==> src/include/adc_seq_pkg.sv <==
package adc_seq_pkg;

  // ---------------------------------------------------------------
  // control byte layout, first bit received is the msb
  // ---------------------------------------------------------------
  localparam int CTRL_BITS = 8;
  localparam logic [3:0] TRACK_BIT_NUM = 4'h6; // tracking starts after this bit
  localparam logic [3:0] HOLD_BIT_NUM = 4'h8; // hold and convert after this bit
  localparam int EARLY_SEL_POS = 2; // select field lsb after six bits
  localparam int EARLY_SGL_POS = 0; // input config bit after six bits

  // power_mode_hi/lo encodings that pick the conversion clock
  localparam logic [1:0] PMODE_EXT_CLK = 2'h3;
  localparam logic [1:0] PMODE_INT_CLK = 2'h2;

  // ---------------------------------------------------------------
  // converter sizes and timing
  // ---------------------------------------------------------------
  localparam int RESULT_W = 8;
  localparam int CHANNELS = 8;
  localparam int FIFO_DEPTH = 8;
  localparam logic [RESULT_W-1:0] SAR_FIRST_TRIAL = 8'h80;
  localparam logic [1:0] STRB_PERIODS = 2'h2; // external mode strobe length
  localparam int CLK_PERIOD_NS = 40;
  localparam int INT_STEP_NS = 640; // internal clock period per sar step
  localparam int INT_STEP_CYC_I = (INT_STEP_NS + CLK_PERIOD_NS - 1) / CLK_PERIOD_NS;
  localparam logic [7:0] INT_STEP_CYC = 8'(INT_STEP_CYC_I);

  // ---------------------------------------------------------------
  // types
  // ---------------------------------------------------------------
  typedef struct packed {
    logic start;
    logic [2:0] chan_sel; // channel_select_msb .. channel_select_lsb
    logic polarity_select; // 1 = unipolar
    logic input_config_select; // 1 = single-ended
    logic power_mode_hi;
    logic power_mode_lo;
  } ctrl_t;

  typedef struct packed {
    logic [CHANNELS-1:0] pos; // one-hot switch to positive sampling node
    logic [CHANNELS-1:0] neg; // one-hot switch to negative sampling node
    logic com; // common input to negative sampling node
  } mux_t;

  typedef enum logic [1:0] {
    SEQ_IDLE,
    SEQ_CTRL,
    SEQ_CONV,
    SEQ_STRB
  } seq_state_t;

endpackage : adc_seq_pkg

==> src/design/result_fifo.sv <==
`timescale 1ns/10ps
// ---------------------------------------------------------------
// synchronous fifo, valid/ready on both sides
// ---------------------------------------------------------------
module result_fifo #(
  parameter int WIDTH = 8,
  parameter int DEPTH = 8
) (
  // clock and reset
  input wire logic clk_i,
  input wire logic rst_i,
  // fill side
  input wire logic in_valid_i,
  output logic in_ready_o,
  input wire logic [WIDTH-1:0] in_data_i,
  // drain side
  output logic out_valid_o,
  input wire logic out_ready_i,
  output logic [WIDTH-1:0] out_data_o
);

  localparam int AW = $clog2(DEPTH);

  logic [WIDTH-1:0] mem [DEPTH];
  logic [AW-1:0] wr_ptr;
  logic [AW-1:0] rd_ptr;
  logic [AW:0] count;

  wire do_push = in_valid_i && in_ready_o;
  wire do_pop = out_valid_o && out_ready_i;

  // full and empty come straight from the occupancy count
  assign in_ready_o = (count != (AW+1)'(DEPTH));
  assign out_valid_o = (count != '0);
  assign out_data_o = mem[rd_ptr];

  // storage has no reset; only pointers and count matter
  always_ff @(posedge clk_i) begin
    if (do_push) begin
      mem[wr_ptr] <= in_data_i;
    end
  end

  // pointers wrap at depth, which need not be a power of two
  always_ff @(posedge clk_i) begin
    if (rst_i) begin
      wr_ptr <= '0;
      rd_ptr <= '0;
      count <= '0;
    end else begin
      if (do_push) begin
        wr_ptr <= (wr_ptr == AW'(DEPTH - 1)) ? '0 : wr_ptr + 1'b1;
      end
      if (do_pop) begin
        rd_ptr <= (rd_ptr == AW'(DEPTH - 1)) ? '0 : rd_ptr + 1'b1;
      end
      count <= count + (AW+1)'(do_push) - (AW+1)'(do_pop);
    end
  end

endmodule : result_fifo

==> src/design/serial_adc_conversion_sequencer.sv <==
`timescale 1ns/10ps
module serial_adc_conversion_sequencer (
  // clock and reset
  input wire logic core_clk_i,
  input wire logic rst_i,
  // serial link pins
  input wire logic cs_n_i,
  input wire logic sclk_i,
  input wire logic din_i,
  output logic dout_o,
  output logic dout_oe_o,
  output logic conversion_strobe_out_o,
  output logic conversion_strobe_oe_o,
  // three-level shutdown detector outputs
  input wire logic shutdown_low_i,
  input wire logic shutdown_high_i,
  // power control
  output logic full_power_down_o,
  output logic reference_power_down_o,
  output logic [1:0] power_mode_o,
  // analog front end
  input wire logic comparator_i,
  output logic [adc_seq_pkg::RESULT_W-1:0] dac_code_o,
  output adc_seq_pkg::mux_t analog_channels_o,
  output logic hold_capacitor_track_o,
  output logic hold_capacitor_to_neg_o,
  output logic bipolar_o,
  // status
  output logic result_overflow_stall_o
);

  // ---------------------------------------------------------------
  // pin synchronisers
  // ---------------------------------------------------------------
  logic [1:0] cs_sync;
  logic [1:0] sclk_sync;
  logic [1:0] din_sync;
  logic [1:0] cmp_sync;
  logic [1:0] sdl_sync;
  logic [1:0] sdh_sync;
  logic sclk_prev;

  // two flops per pin; only the second stage feeds any logic
  always_ff @(posedge core_clk_i) begin
    if (rst_i) begin
      cs_sync <= 2'h3;
      sclk_sync <= 2'h0;
      din_sync <= 2'h0;
      cmp_sync <= 2'h0;
      sdl_sync <= 2'h0;
      sdh_sync <= 2'h0;
      sclk_prev <= 1'b0;
    end else begin
      cs_sync <= {cs_sync[0], cs_n_i};
      sclk_sync <= {sclk_sync[0], sclk_i};
      din_sync <= {din_sync[0], din_i};
      cmp_sync <= {cmp_sync[0], comparator_i};
      sdl_sync <= {sdl_sync[0], shutdown_low_i};
      sdh_sync <= {sdh_sync[0], shutdown_high_i};
      sclk_prev <= sclk_sync[1];
    end
  end

  wire cs_n = cs_sync[1];
  wire din = din_sync[1];
  wire cmp = cmp_sync[1];
  // edges only count while selected, so stray clocks are harmless
  wire sclk_rise = sclk_sync[1] && !sclk_prev && !cs_n;
  wire sclk_fall = !sclk_sync[1] && sclk_prev && !cs_n;

  // ---------------------------------------------------------------
  // helper functions
  // ---------------------------------------------------------------
  // channel switch pattern for a select field and input configuration
  function automatic adc_seq_pkg::mux_t chan_decode(input logic [2:0] sel,
                                                    input logic single);
    adc_seq_pkg::mux_t m;
    logic [2:0] pos_idx;
    logic [2:0] neg_idx;
    m = '0;
    if (single) begin
      pos_idx = {sel[1], sel[0], sel[2]};
      neg_idx = 3'h0;
      m.pos[pos_idx] = 1'b1;
      m.com = 1'b1;
    end else begin
      pos_idx = {sel[1], sel[0], sel[2]};
      neg_idx = {sel[1], sel[0], !sel[2]};
      m.pos[pos_idx] = 1'b1;
      m.neg[neg_idx] = 1'b1;
    end
    return m;
  endfunction : chan_decode

  // one successive approximation decision on the current trial bit
  function automatic logic [adc_seq_pkg::RESULT_W-1:0] sar_keep(
      input logic [adc_seq_pkg::RESULT_W-1:0] trial,
      input logic [adc_seq_pkg::RESULT_W-1:0] mask,
      input logic above);
    return above ? trial : (trial ^ mask);
  endfunction : sar_keep

  // ---------------------------------------------------------------
  // sequencer registers
  // ---------------------------------------------------------------
  adc_seq_pkg::seq_state_t state;
  adc_seq_pkg::ctrl_t ctrl_sh;
  logic [3:0] bit_cnt;
  logic ext_mode;
  logic [adc_seq_pkg::RESULT_W-1:0] trial;
  logic [adc_seq_pkg::RESULT_W-1:0] mask;
  logic [7:0] tick_cnt;
  logic [1:0] strb_cnt;
  logic strobe;
  logic fifo_in_ready;
  logic fifo_out_valid;
  logic [adc_seq_pkg::RESULT_W-1:0] fifo_out_data;

  // ---------------------------------------------------------------
  // conversion decode
  // ---------------------------------------------------------------
  // after six bits the select field and config bit already sit in the shifter
  wire [2:0] early_sel = ctrl_sh[adc_seq_pkg::EARLY_SEL_POS +: 3];
  wire early_single = ctrl_sh[adc_seq_pkg::EARLY_SGL_POS];
  wire [1:0] next_pmode = {ctrl_sh[0], din};
  wire track_point = sclk_fall && state == adc_seq_pkg::SEQ_CTRL
                     && bit_cnt == adc_seq_pkg::TRACK_BIT_NUM;
  wire hold_point = sclk_fall && state == adc_seq_pkg::SEQ_CTRL
                    && bit_cnt == adc_seq_pkg::HOLD_BIT_NUM;
  wire int_tick = (tick_cnt == adc_seq_pkg::INT_STEP_CYC - 8'h01);
  // external mode steps on the host clock, internal on the local divider
  wire sar_step = state == adc_seq_pkg::SEQ_CONV && (ext_mode ? sclk_fall : int_tick);
  wire last_step = sar_step && mask == 8'h01;
  wire [adc_seq_pkg::RESULT_W-1:0] kept = sar_keep(trial, mask, cmp);
  // a full result fifo stalls the last decision instead of losing a code
  wire conv_done = last_step && fifo_in_ready;

  // ---------------------------------------------------------------
  // control byte reception and conversion sequence
  // ---------------------------------------------------------------
  // zeros before the start bit never leave idle
  always_ff @(posedge core_clk_i) begin
    if (rst_i) begin
      state <= adc_seq_pkg::SEQ_IDLE;
      ctrl_sh <= '0;
      bit_cnt <= 4'h0;
      ext_mode <= 1'b0;
      strb_cnt <= 2'h0;
    end else begin
      case (state)
        adc_seq_pkg::SEQ_IDLE: begin
          if (sclk_rise && din) begin
            ctrl_sh <= adc_seq_pkg::ctrl_t'(8'h01);
            bit_cnt <= 4'h1;
            state <= adc_seq_pkg::SEQ_CTRL;
          end
        end
        adc_seq_pkg::SEQ_CTRL: begin
          if (cs_n) begin
            state <= adc_seq_pkg::SEQ_IDLE;
          end else if (sclk_rise && bit_cnt != adc_seq_pkg::HOLD_BIT_NUM) begin
            ctrl_sh <= {ctrl_sh[6:0], din};
            bit_cnt <= bit_cnt + 4'h1;
            if (bit_cnt == adc_seq_pkg::HOLD_BIT_NUM - 4'h1) begin
              ext_mode <= (next_pmode == adc_seq_pkg::PMODE_EXT_CLK);
            end
          end else if (hold_point) begin
            state <= adc_seq_pkg::SEQ_CONV;
          end
        end
        adc_seq_pkg::SEQ_CONV: begin
          if (conv_done) begin
            strb_cnt <= 2'h0;
            state <= ext_mode ? adc_seq_pkg::SEQ_STRB : adc_seq_pkg::SEQ_IDLE;
          end
        end
        adc_seq_pkg::SEQ_STRB: begin
          if (sclk_fall) begin
            strb_cnt <= strb_cnt + 2'h1;
            if (strb_cnt == adc_seq_pkg::STRB_PERIODS - 2'h1) begin
              state <= adc_seq_pkg::SEQ_IDLE;
            end
          end
        end
        default: begin
          state <= adc_seq_pkg::SEQ_IDLE;
        end
      endcase
    end
  end

  // ---------------------------------------------------------------
  // successive approximation register and internal step divider
  // ---------------------------------------------------------------
  // the dac always shows the code under trial
  always_ff @(posedge core_clk_i) begin
    if (rst_i) begin
      trial <= 8'h00;
      mask <= 8'h00;
      tick_cnt <= 8'h00;
    end else if (hold_point) begin
      trial <= adc_seq_pkg::SAR_FIRST_TRIAL;
      mask <= adc_seq_pkg::SAR_FIRST_TRIAL;
      tick_cnt <= 8'h00;
    end else begin
      tick_cnt <= int_tick ? 8'h00 : tick_cnt + 8'h01;
      if (sar_step && !last_step) begin
        trial <= kept | (mask >> 1);
        mask <= mask >> 1;
      end else if (conv_done) begin
        trial <= kept;
        mask <= 8'h00;
      end
    end
  end

  assign dac_code_o = trial;

  // ---------------------------------------------------------------
  // analog switches and track/hold
  // ---------------------------------------------------------------
  // the mux only moves at the tracking point, so acquisition sees one channel
  always_ff @(posedge core_clk_i) begin
    if (rst_i) begin
      analog_channels_o <= '0;
      hold_capacitor_track_o <= 1'b1;
      hold_capacitor_to_neg_o <= 1'b0;
      bipolar_o <= 1'b0;
      power_mode_o <= 2'h0;
    end else if (track_point) begin
      analog_channels_o <= chan_decode(early_sel, early_single);
      hold_capacitor_track_o <= 1'b1;
      hold_capacitor_to_neg_o <= 1'b0;
    end else if (hold_point) begin
      hold_capacitor_track_o <= 1'b0;
      hold_capacitor_to_neg_o <= 1'b1;
      // the whole byte sits in the shifter by now, so read the named fields
      bipolar_o <= !ctrl_sh.polarity_select;
      power_mode_o <= {ctrl_sh.power_mode_hi, ctrl_sh.power_mode_lo};
    end else if (conv_done) begin
      hold_capacitor_track_o <= 1'b1;
      hold_capacitor_to_neg_o <= 1'b0;
    end
  end

  // ---------------------------------------------------------------
  // end-of-conversion strobe
  // ---------------------------------------------------------------
  // internal mode idles high; external mode idles low between pulses
  always_ff @(posedge core_clk_i) begin
    if (rst_i) begin
      strobe <= 1'b0;
    end else if (hold_point) begin
      strobe <= 1'b0;
    end else if (conv_done) begin
      strobe <= 1'b1;
    end else if (state == adc_seq_pkg::SEQ_STRB && sclk_fall
                 && strb_cnt == adc_seq_pkg::STRB_PERIODS - 2'h1) begin
      strobe <= 1'b0;
    end else if (state == adc_seq_pkg::SEQ_IDLE && !ext_mode) begin
      strobe <= 1'b1;
    end
  end

  assign conversion_strobe_out_o = strobe;
  assign conversion_strobe_oe_o = ext_mode ? !cs_n : 1'b1;

  // ---------------------------------------------------------------
  // result fifo between converter and output shifter
  // ---------------------------------------------------------------
  logic [adc_seq_pkg::RESULT_W-1:0] out_sh;
  logic [3:0] out_cnt;
  wire sh_load = (out_cnt == 4'h0);

  result_fifo #(
    .WIDTH(adc_seq_pkg::RESULT_W),
    .DEPTH(adc_seq_pkg::FIFO_DEPTH)
  ) u_result_fifo (
    .clk_i(core_clk_i),
    .rst_i(rst_i),
    .in_valid_i(last_step),
    .in_ready_o(fifo_in_ready),
    .in_data_i(kept),
    .out_valid_o(fifo_out_valid),
    .out_ready_i(sh_load),
    .out_data_o(fifo_out_data)
  );

  assign result_overflow_stall_o = last_step && !fifo_in_ready;

  // ---------------------------------------------------------------
  // result output shifter
  // ---------------------------------------------------------------
  // shifting waits out the sar and the strobe pulse so the msb follows it
  wire shift_ok = state != adc_seq_pkg::SEQ_CONV
                  && !(state == adc_seq_pkg::SEQ_STRB && strb_cnt == 2'h0);

  always_ff @(posedge core_clk_i) begin
    if (rst_i) begin
      out_sh <= 8'h00;
      out_cnt <= 4'h0;
      dout_o <= 1'b0;
    end else if (sh_load && fifo_out_valid) begin
      out_sh <= fifo_out_data;
      out_cnt <= 4'h8;
    end else if (sclk_fall && shift_ok) begin
      if (out_cnt != 4'h0) begin
        dout_o <= out_sh[adc_seq_pkg::RESULT_W-1];
        out_sh <= {out_sh[adc_seq_pkg::RESULT_W-2:0], 1'b0};
        out_cnt <= out_cnt - 4'h1;
      end else begin
        dout_o <= 1'b0; // trailing bits read as zero
      end
    end
  end

  assign dout_oe_o = !cs_n;

  // ---------------------------------------------------------------
  // shutdown decode
  // ---------------------------------------------------------------
  // a floating input asserts neither detector and leaves everything running
  assign full_power_down_o = sdl_sync[1];
  assign reference_power_down_o = sdh_sync[1] && !sdl_sync[1];

endmodule : serial_adc_conversion_sequencer

==> config.mk <==
export PLATFORM = sky130hd
export DESIGN_NAME = serial_adc_conversion_sequencer
export DESIGN_NICKNAME = d
export VERILOG_FILES = /design/src/include/adc_seq_pkg.sv /design/src/design/result_fifo.sv /design/src/design/serial_adc_conversion_sequencer.sv
export SDC_FILE = /design/constraint.sdc
export NUM_CORES = 1
export LEC_CHECK = 0
export BUFFER_PORTS_ARGS = -buffer_cell sky130_fd_sc_hd__buf_4
export CORE_MARGIN = 1.5
export CORE_UTILIZATION = 31
export CTS_CLUSTER_DIAMETER = 120
export CTS_CLUSTER_SIZE = 8
export DETAILED_ROUTE_END_ITERATION = 16
export PLACE_DENSITY = 0.49
export RECOVER_POWER = 25
export SYNTH_ARGS = -nofsm -noshare
export SYNTH_HDL_FRONTEND = slang
export SYNTH_SLANG_ARGS = --single-unit
export TNS_END_PERCENT = 50
==> constraint.sdc <==
create_clock -name core_clk_i -period 7.5 [get_ports core_clk_i]
set_input_delay 0.75 -clock core_clk_i [delete_from_list [all_inputs] [get_ports core_clk_i]]
set_output_delay 0.75 -clock core_clk_i [all_outputs]
set_load 0.02 [all_outputs]
Word-level counts from Yosys, hierarchy flattened --
Memory sizes are Yosys's and may differ from the RTL's. A register that Yosys moved wholly into a read port is not among the register bits. Index checks and enable logic that the tools add are counted.
Storage, ports and cells: output and inout port bits 37, input bits 8, flip-flop bits (word level) 97, memories 1, RAM bits 64, word-level logic and storage cells 191
Cells by class: muxes and demuxes 55, equal/unequal tests 23, magnitude comparators 4, $add $sub $neg 8, bitwise logic cells 5, reductions and logical operators 59
Memory list:
- u_result_fifo.mem | words 8, bits a word 8, read ports 1, clocked after memory_dff 1, write ports 1, RTL line result_fifo.sv:24 | logic [WIDTH-1:0] mem [DEPTH];
Operators by type and width (count):
- 8-bit 2-to-1 mux | 11
- 1-bit logical AND | 24
- 4-bit 2-to-1 mux | 6
- 2-bit 2-to-1 mux | 10
- 1-bit 2-to-1 mux | 15
- 5-bit 2-to-1 mux | 3
- 3-bit 2-to-1 mux | 4
- 2-bit nonzero test | 6
- 1-bit logical NOT | 10
- 5-bit one-hot mux with 2 select lines | 1
- 8-bit by 1-bit adder with 8-bit output (second input constant) | 1
- 4-bit by 3-bit equality test with 1-bit output (second input constant) | 2
- 8-bit by 1-bit equality test with 1-bit output (second input constant) | 1
- 8-bit by 4-bit equality test with 1-bit output (second input constant) | 1
- 3-bit by 4-bit < comparator with 1-bit output (second input constant) | 2
- 2-bit != test (second input constant) | 4
- 4-bit != test (second input constant) | 2
- 8-bit by 7-bit OR with 8-bit output | 1
- 2-bit one-hot mux with 4 select lines | 1
- 4-bit one-hot mux with 2 select lines | 1
- 2-bit AND reduction | 4
- 4-bit AND reduction | 2
- 4-bit nonzero test | 2
- 8-bit bitwise XOR | 1
- other kinds (23) | 39

Logic depth before layout (Yosys ltp) --
depth in word-level cells 10, mapped depth 11, depth with buffers taken out 11

By module --
Synthesis repeated with hierarchy kept, for this count alone.
Second synthesis, totals: cell total of the unflattened synthesis 605, area, all modules 7035.5 um^2
By module, submodules not included:
- serial_adc_conversion_sequencer | times used 1, sequential area each 1741.7 um^2, cells each 436, area an instance 3847.4 um^2
- result_fifo | times used 1, sequential area each 2182.1 um^2, cells each 169, area an instance 3188.1 um^2

Worst setup path after synthesis --
Ideal clock, no wire load.
path type register to register, start point reg tick_cnt[0], end point mem u_result_fifo.mem[4][0] (enable), path buffers 1, clock period less this slack 2705 ps, data required time 7102 ps, setup time 398 ps, setup slack 4795 ps, data arrival time 2307 ps, cell stages (with the launch flop) 7, cell sequence dfxtp_1 -> ha_1 -> nor2b_1 -> a32o_1 -> nand3_2 -> buf_6 -> nor4b_1
On the way: word-level cells in the longest chain between the ends 7
Ends and longest elaborated chain:
- start, declared | RTL line serial_adc_conversion_sequencer.sv:112 | logic [7:0] tick_cnt;
- start signal, assigned | RTL line serial_adc_conversion_sequencer.sv:206 | tick_cnt <= int_tick ? 8'h00 : tick_cnt + 8'h01;
- 8-bit by 4-bit equality test with 1-bit output | RTL line serial_adc_conversion_sequencer.sv:130 | wire int_tick = (tick_cnt == adc_seq_pkg::INT_STEP_CYC - 8'h01);
- 1-bit 2-to-1 mux | RTL line serial_adc_conversion_sequencer.sv:132 | wire sar_step = state == adc_seq_pkg::SEQ_CONV && (ext_mode ? sclk_fall : int_tick);
- 1-bit logical AND | RTL line serial_adc_conversion_sequencer.sv:132
- 1-bit logical AND | RTL line serial_adc_conversion_sequencer.sv:133 | wire last_step = sar_step && mask == 8'h01;
- 1-bit logical AND | RTL line result_fifo.sv:29 | wire do_push = in_valid_i && in_ready_o;
- 1-bit 2-to-1 mux | RTL line result_fifo.sv:39 | if (do_push) begin
- 1-bit 2-to-1 mux (implied by the code) | RTL line result_fifo.sv:40 | mem[wr_ptr] <= in_data_i;
- end, declared | RTL line result_fifo.sv:24
Every way passes these cells.

Worst setup path after layout --
start point in rst_i, end point reg tick_cnt[5]
On the way: word-level cells in the longest chain between the ends 1
Ends and longest elaborated chain:
- start, declared | RTL line serial_adc_conversion_sequencer.sv:5 | input wire logic rst_i,
- 3-bit OR reduction (no source line)
Every way passes these cells. A chain may end at the register's enable or synchronous reset.

==> results.md <==
- The flow ran to the end, but the final reports show violations.
- The final reports fail on max-capacitance violations, max-slew violations.
- The detail route stage leaves a number of antenna-violating nets equal to 0.
- The critical path endpoint category is a flop.
- The cell depth of the worst flop-to-flop path is 5.
- The worst path needs 3.90 ns of the cycle, external delays included.
- The height of the die is 152 um.
- The site row count is 54.
- The leakage dissipation is between 0.002 and 0.003 uW.
- For hold timing, the worst endpoint is cs_sync[1].
- The detailed route wirelength on metal2 is 7080 um.
- The setup-violating endpoint count in the final report is 0.
- The buffer cell driving the clock tree root is sky130_fd_sc_hd__clkbuf_16.
- 0 antenna diodes ended up in the layout.
- The number of flops mapped to enable cells by yosys is 64.
- The tool flagged a number of max-cap violations equal to 1.
- The worst-case IR drop observed on VDD is 0.153 mV.
- The top layer used by detailed routing is met4.
- The total wire length after detailed routing is 14400 um.
- Buffers inserted during clock tree synthesis total 17.
- After clock tree synthesis, the flow added hold-fix buffers numbering 0.
- The share of cells above drive strength 1 is 19.6%.
- The most used flip-flop cell after synthesis is sky130_fd_sc_hd__dfxtp_1.
- At the worst endpoint, the required time is 7.80 ns.
- Counting every net in the synthesized netlist gives 597.
- For this run, design rule violations remaining after detail routing come to 0.
- The via count of the first global-routing pass is 4435.
- Including well taps, the total number of placed cells is 872.
- The net total in the final layout is 637.
- The launching element type of the critical path is an input pin.
- Summed over all layers, the global routing overflow is 0.
- Walking the worst path, the cells encountered are clkbuf_1 > inv_1 > o31ai_2 > a31o_2 > nor2_1.
- The via total after detailed routing is 4430.
- The path type of the worst setup path is input pin to flop.
- The met3 routed wirelength is 362 um.
- The first-iteration detailed-routing DRC count is 288.
- The highest clock rate is 256 MHz.
- The startpoint of the tightest hold check path is cs_sync[0].
- Setup repair after global routing left no endpoint under its margin.
- The number of antenna violations at the first check in global routing was 0.
- TritonCTS built the clock tree.
- The maximum number of pins on one net before global-route repair is 54.
- The average cell area after synthesis is approximately 12 um^2.
- The number of warnings printed during yosys synthesis is 0.
- Data arrives at the worst endpoint at 4.20 ns.
- After routing, the total negative slack on setup checks comes to 0 ns.
- The origin of the critical flop-to-flop path is tick_cnt[0].
- The cell family contributing the most delay on the critical path is buffers and inverters.
- Leaving out filler cells and counting taps, the final layout contains between 900 and 1000.
- The count of TritonRoute iterations in the first routing pass is 4.
- Of all nets on the critical path, the largest fanout is 53.
- Among all stages on the critical path, the largest delay is contributed by sky130_fd_sc_hd__clkbuf_1.
- In this run the worst setup path begins at rst_i.
- The initial core utilization is between 30% and 40%.
- The unique cell type count in the Yosys netlist is 68.
- The tightest min-delay check is of the flop to flop type.
- In the layout the commonest cells are 100 x sky130_fd_sc_hd__dfxtp_1, 64 x sky130_fd_sc_hd__edfxtp_1, 52 x sky130_fd_sc_hd__buf_4, 31 x sky130_fd_sc_hd__nor2_1, 30 x sky130_fd_sc_hd__nand2_1.
- For flop-to-flop paths, the worst setup slack is 4.33 ns.
- The final critical path takes up 52.0% of the cycle.
- Together, buffers and inverters on the worst path number 2.
- The met1 wire length is approximately 6800 um.
- The total power per unit cell area is 259 nW/um^2.
- The average wire length per cell after detail routing is 16.0 um.
- The die footprint is 23100 um^2.
- The maximum count of clock buffers along a single path is 2.
- The post-cts gate resize count is 0.
- The capture instance of the worst register-to-register path is u_result_fifo.mem[7][1].
- The worst hold path stage count is 1.
- At the later pin of the worst-skew pair, clock insertion delay measures 0.41 ns.
- The count of buffers added on input and output ports is 44.
- Of all flip-flops after synthesis, the portion carrying an async set or reset was 0%.
- The longest individual stage delay on the worst path is 1.79 ns.
- The post-synthesis sequential area ratio is 57.0%.
- The register bit count reported by yosys is between 150 and 200.
- Headroom to the max-slew limit came out at -71.9%.
- At the pin with the least slew margin, the transition time is 2.58 ns.
- Dividing the detail-routed via count by the number of cells gives roughly 5.
- The most common cell after layout, fill and taps aside is sky130_fd_sc_hd__dfxtp_1.
- The count of pins on the block boundary is 45.
- The deepest level of the CTS H-tree is 4.
- The clock sink count is 164.
- The max-slew violation count came to 54.
- The horizontal die dimension is 152 um.
- The final RePlAce weighted congestion is 0.733.
- From synthesis to final layout, the design area changed by 16.6%.
- The estimated wirelength of the detail-placed design is between 9000 and 10000 um.
- After clock tree synthesis, the setup repair step added 0 buffers.
- The total standard cell area after synthesis is 6880 um^2.
- Across the routed clock network, the largest skew measured is 0.00779 ns.
- After clock tree synthesis, the clock-pin slew on the worst setup and hold paths is 0.06 ns.
- The global-route usage over all layers is 13.0%.
- The hold violation total from the final report came to 0.
- The cell count after synthesis came out at 571.
- The first global-routing pass estimated 23800 um of wire.
- After floorplanning, the core was sized to cover 21800 um^2.
==> metal layers <==
layer,vias to the layer above,GRT usage (%)
met2,64,21.6
met1,2164,16.6
met4,0,4.90
li1,2189,-
met3,13,2.62
met5,-,0
==> worst reg2reg max path: stages (launching register included) <==
cell and delay [ns]:
sky130_fd_sc_hd__dfxtp_1 0.36, sky130_fd_sc_hd__ha_1 0.26, sky130_fd_sc_hd__nor2b_1 0.20, sky130_fd_sc_hd__a32o_1 0.59, sky130_fd_sc_hd__nand3_2 0.39, sky130_fd_sc_hd__nor3_1 0.98
==> worst max-delay path by stage <==
stage / endpoint / slack [ns] / depth (start not counted)
6_report: tick_cnt[5] / 3.60 / 5
5_1_grt: tick_cnt[5] / 3.27 / 5
4_1_cts: u_result_fifo.mem[7][1] / 4.27 / 5
3_5_place_dp: u_result_fifo.mem[7][2] / 4.28 / 5
3_3_place_gp: u_result_fifo.mem[7][1] / 4.42 / 5
2_1_floorplan: u_result_fifo.mem[4][0] / 4.79 / 6
==> power by group <==
part	switching, uW	internal (uW)	leakage (uW)
logic	128	124	0.00115
clock network	358	460	0.000269
registers	45.7	965	0.00127
total	531	1550	0.00269
==> flip-flops by register name, summed over array words and instances (netlist names), 2 cells and up, named ones only <==
register,count
cs_sync,2
tick_cnt,8
mask,8
sdl_sync,2
u_result_fifo.count,4
ctrl_sh,4
u_result_fifo.mem,64
u_result_fifo.rd_ptr,3
analog_channels_o,17
u_result_fifo.wr_ptr,3
strb_cnt,2
bit_cnt,4
power_mode_o,2
out_sh,8
dac_code_o,8
sclk_sync,2
state,2
sdh_sync,2
out_cnt,4
din_sync,2
cmp_sync,2
==> cells in the mapped netlist (6+ instances only) <==
library cell                 n  share of area [%]
sky130_fd_sc_hd__dfxtp_1   100                 29
sky130_fd_sc_hd__edfxtp_1   64                 28
sky130_fd_sc_hd__nor2_1     31                1.7
sky130_fd_sc_hd__nand2_1    30                1.6
sky130_fd_sc_hd__a21oi_1    24                1.7
sky130_fd_sc_hd__inv_1      23                1.3
sky130_fd_sc_hd__mux2i_1    22                3.2
sky130_fd_sc_hd__o21ai_0    21                1.5
sky130_fd_sc_hd__nor2b_1    18                1.6
sky130_fd_sc_hd__ha_1       17                3.1
sky130_fd_sc_hd__mux4_2     16                5.2
sky130_fd_sc_hd__nand2b_1   16                1.5
sky130_fd_sc_hd__clkbuf_1   15               0.82
sky130_fd_sc_hd__nand3_1    14                1.0
sky130_fd_sc_hd__a31oi_1    10               0.91
sky130_fd_sc_hd__xnor2_1    10                1.3
sky130_fd_sc_hd__a22o_1      9                1.1
sky130_fd_sc_hd__buf_2       9               0.65
sky130_fd_sc_hd__a211oi_1    7               0.76
sky130_fd_sc_hd__nor3b_1     7               0.76
sky130_fd_sc_hd__o22ai_1     7               0.64
sky130_fd_sc_hd__xor2_1      7               0.89
sky130_fd_sc_hd__nor3_1      6               0.44
==> cell families (layout without fill, tap and decap cells) <==
group                      count (synthesis)  in the layout  share of synthesized area (%)
AOI/OAI and AO/OA                        110            110                           11.0
xor gates and xnor gates                  17             17                           2.16
adders and majority gates                 18             18                           3.38
buffers and inverters                     55            108                           3.62
DFF                                      164            164                           57.0
muxes                                     39             39                           8.60
and+or+nand+nor                          168            168                           14.3
==> layout make-up <==
cell class / count / area (um^2)
clock buffer: 18 / 429
clock inverter: 14 / 129
multi-input combinational: 352 / 2710
tap: 280 / 350
sequential: 164 / 3920
timing repair buffer: 53 / 394
fill: 2086 / 13800
inverter: 23 / 86.3
==> through the flow <==
stage               hold WS, ns  power (uW)  setup slack (ns)  util (%)  instance area (um^2)
floorplan                 0.389        1230              4.79         -                  6880
global placement          0.416        1280              4.42      34.2                  7470
detailed placement        0.411        1290              4.28      34.2                  7470
CTS                       0.427        2110              4.27      36.8                  8030
global route              0.437        2190              3.27      36.8                  8020
finish                    0.419        2080              3.60      36.8                  8020
Power figures use the tool's default switching activity.
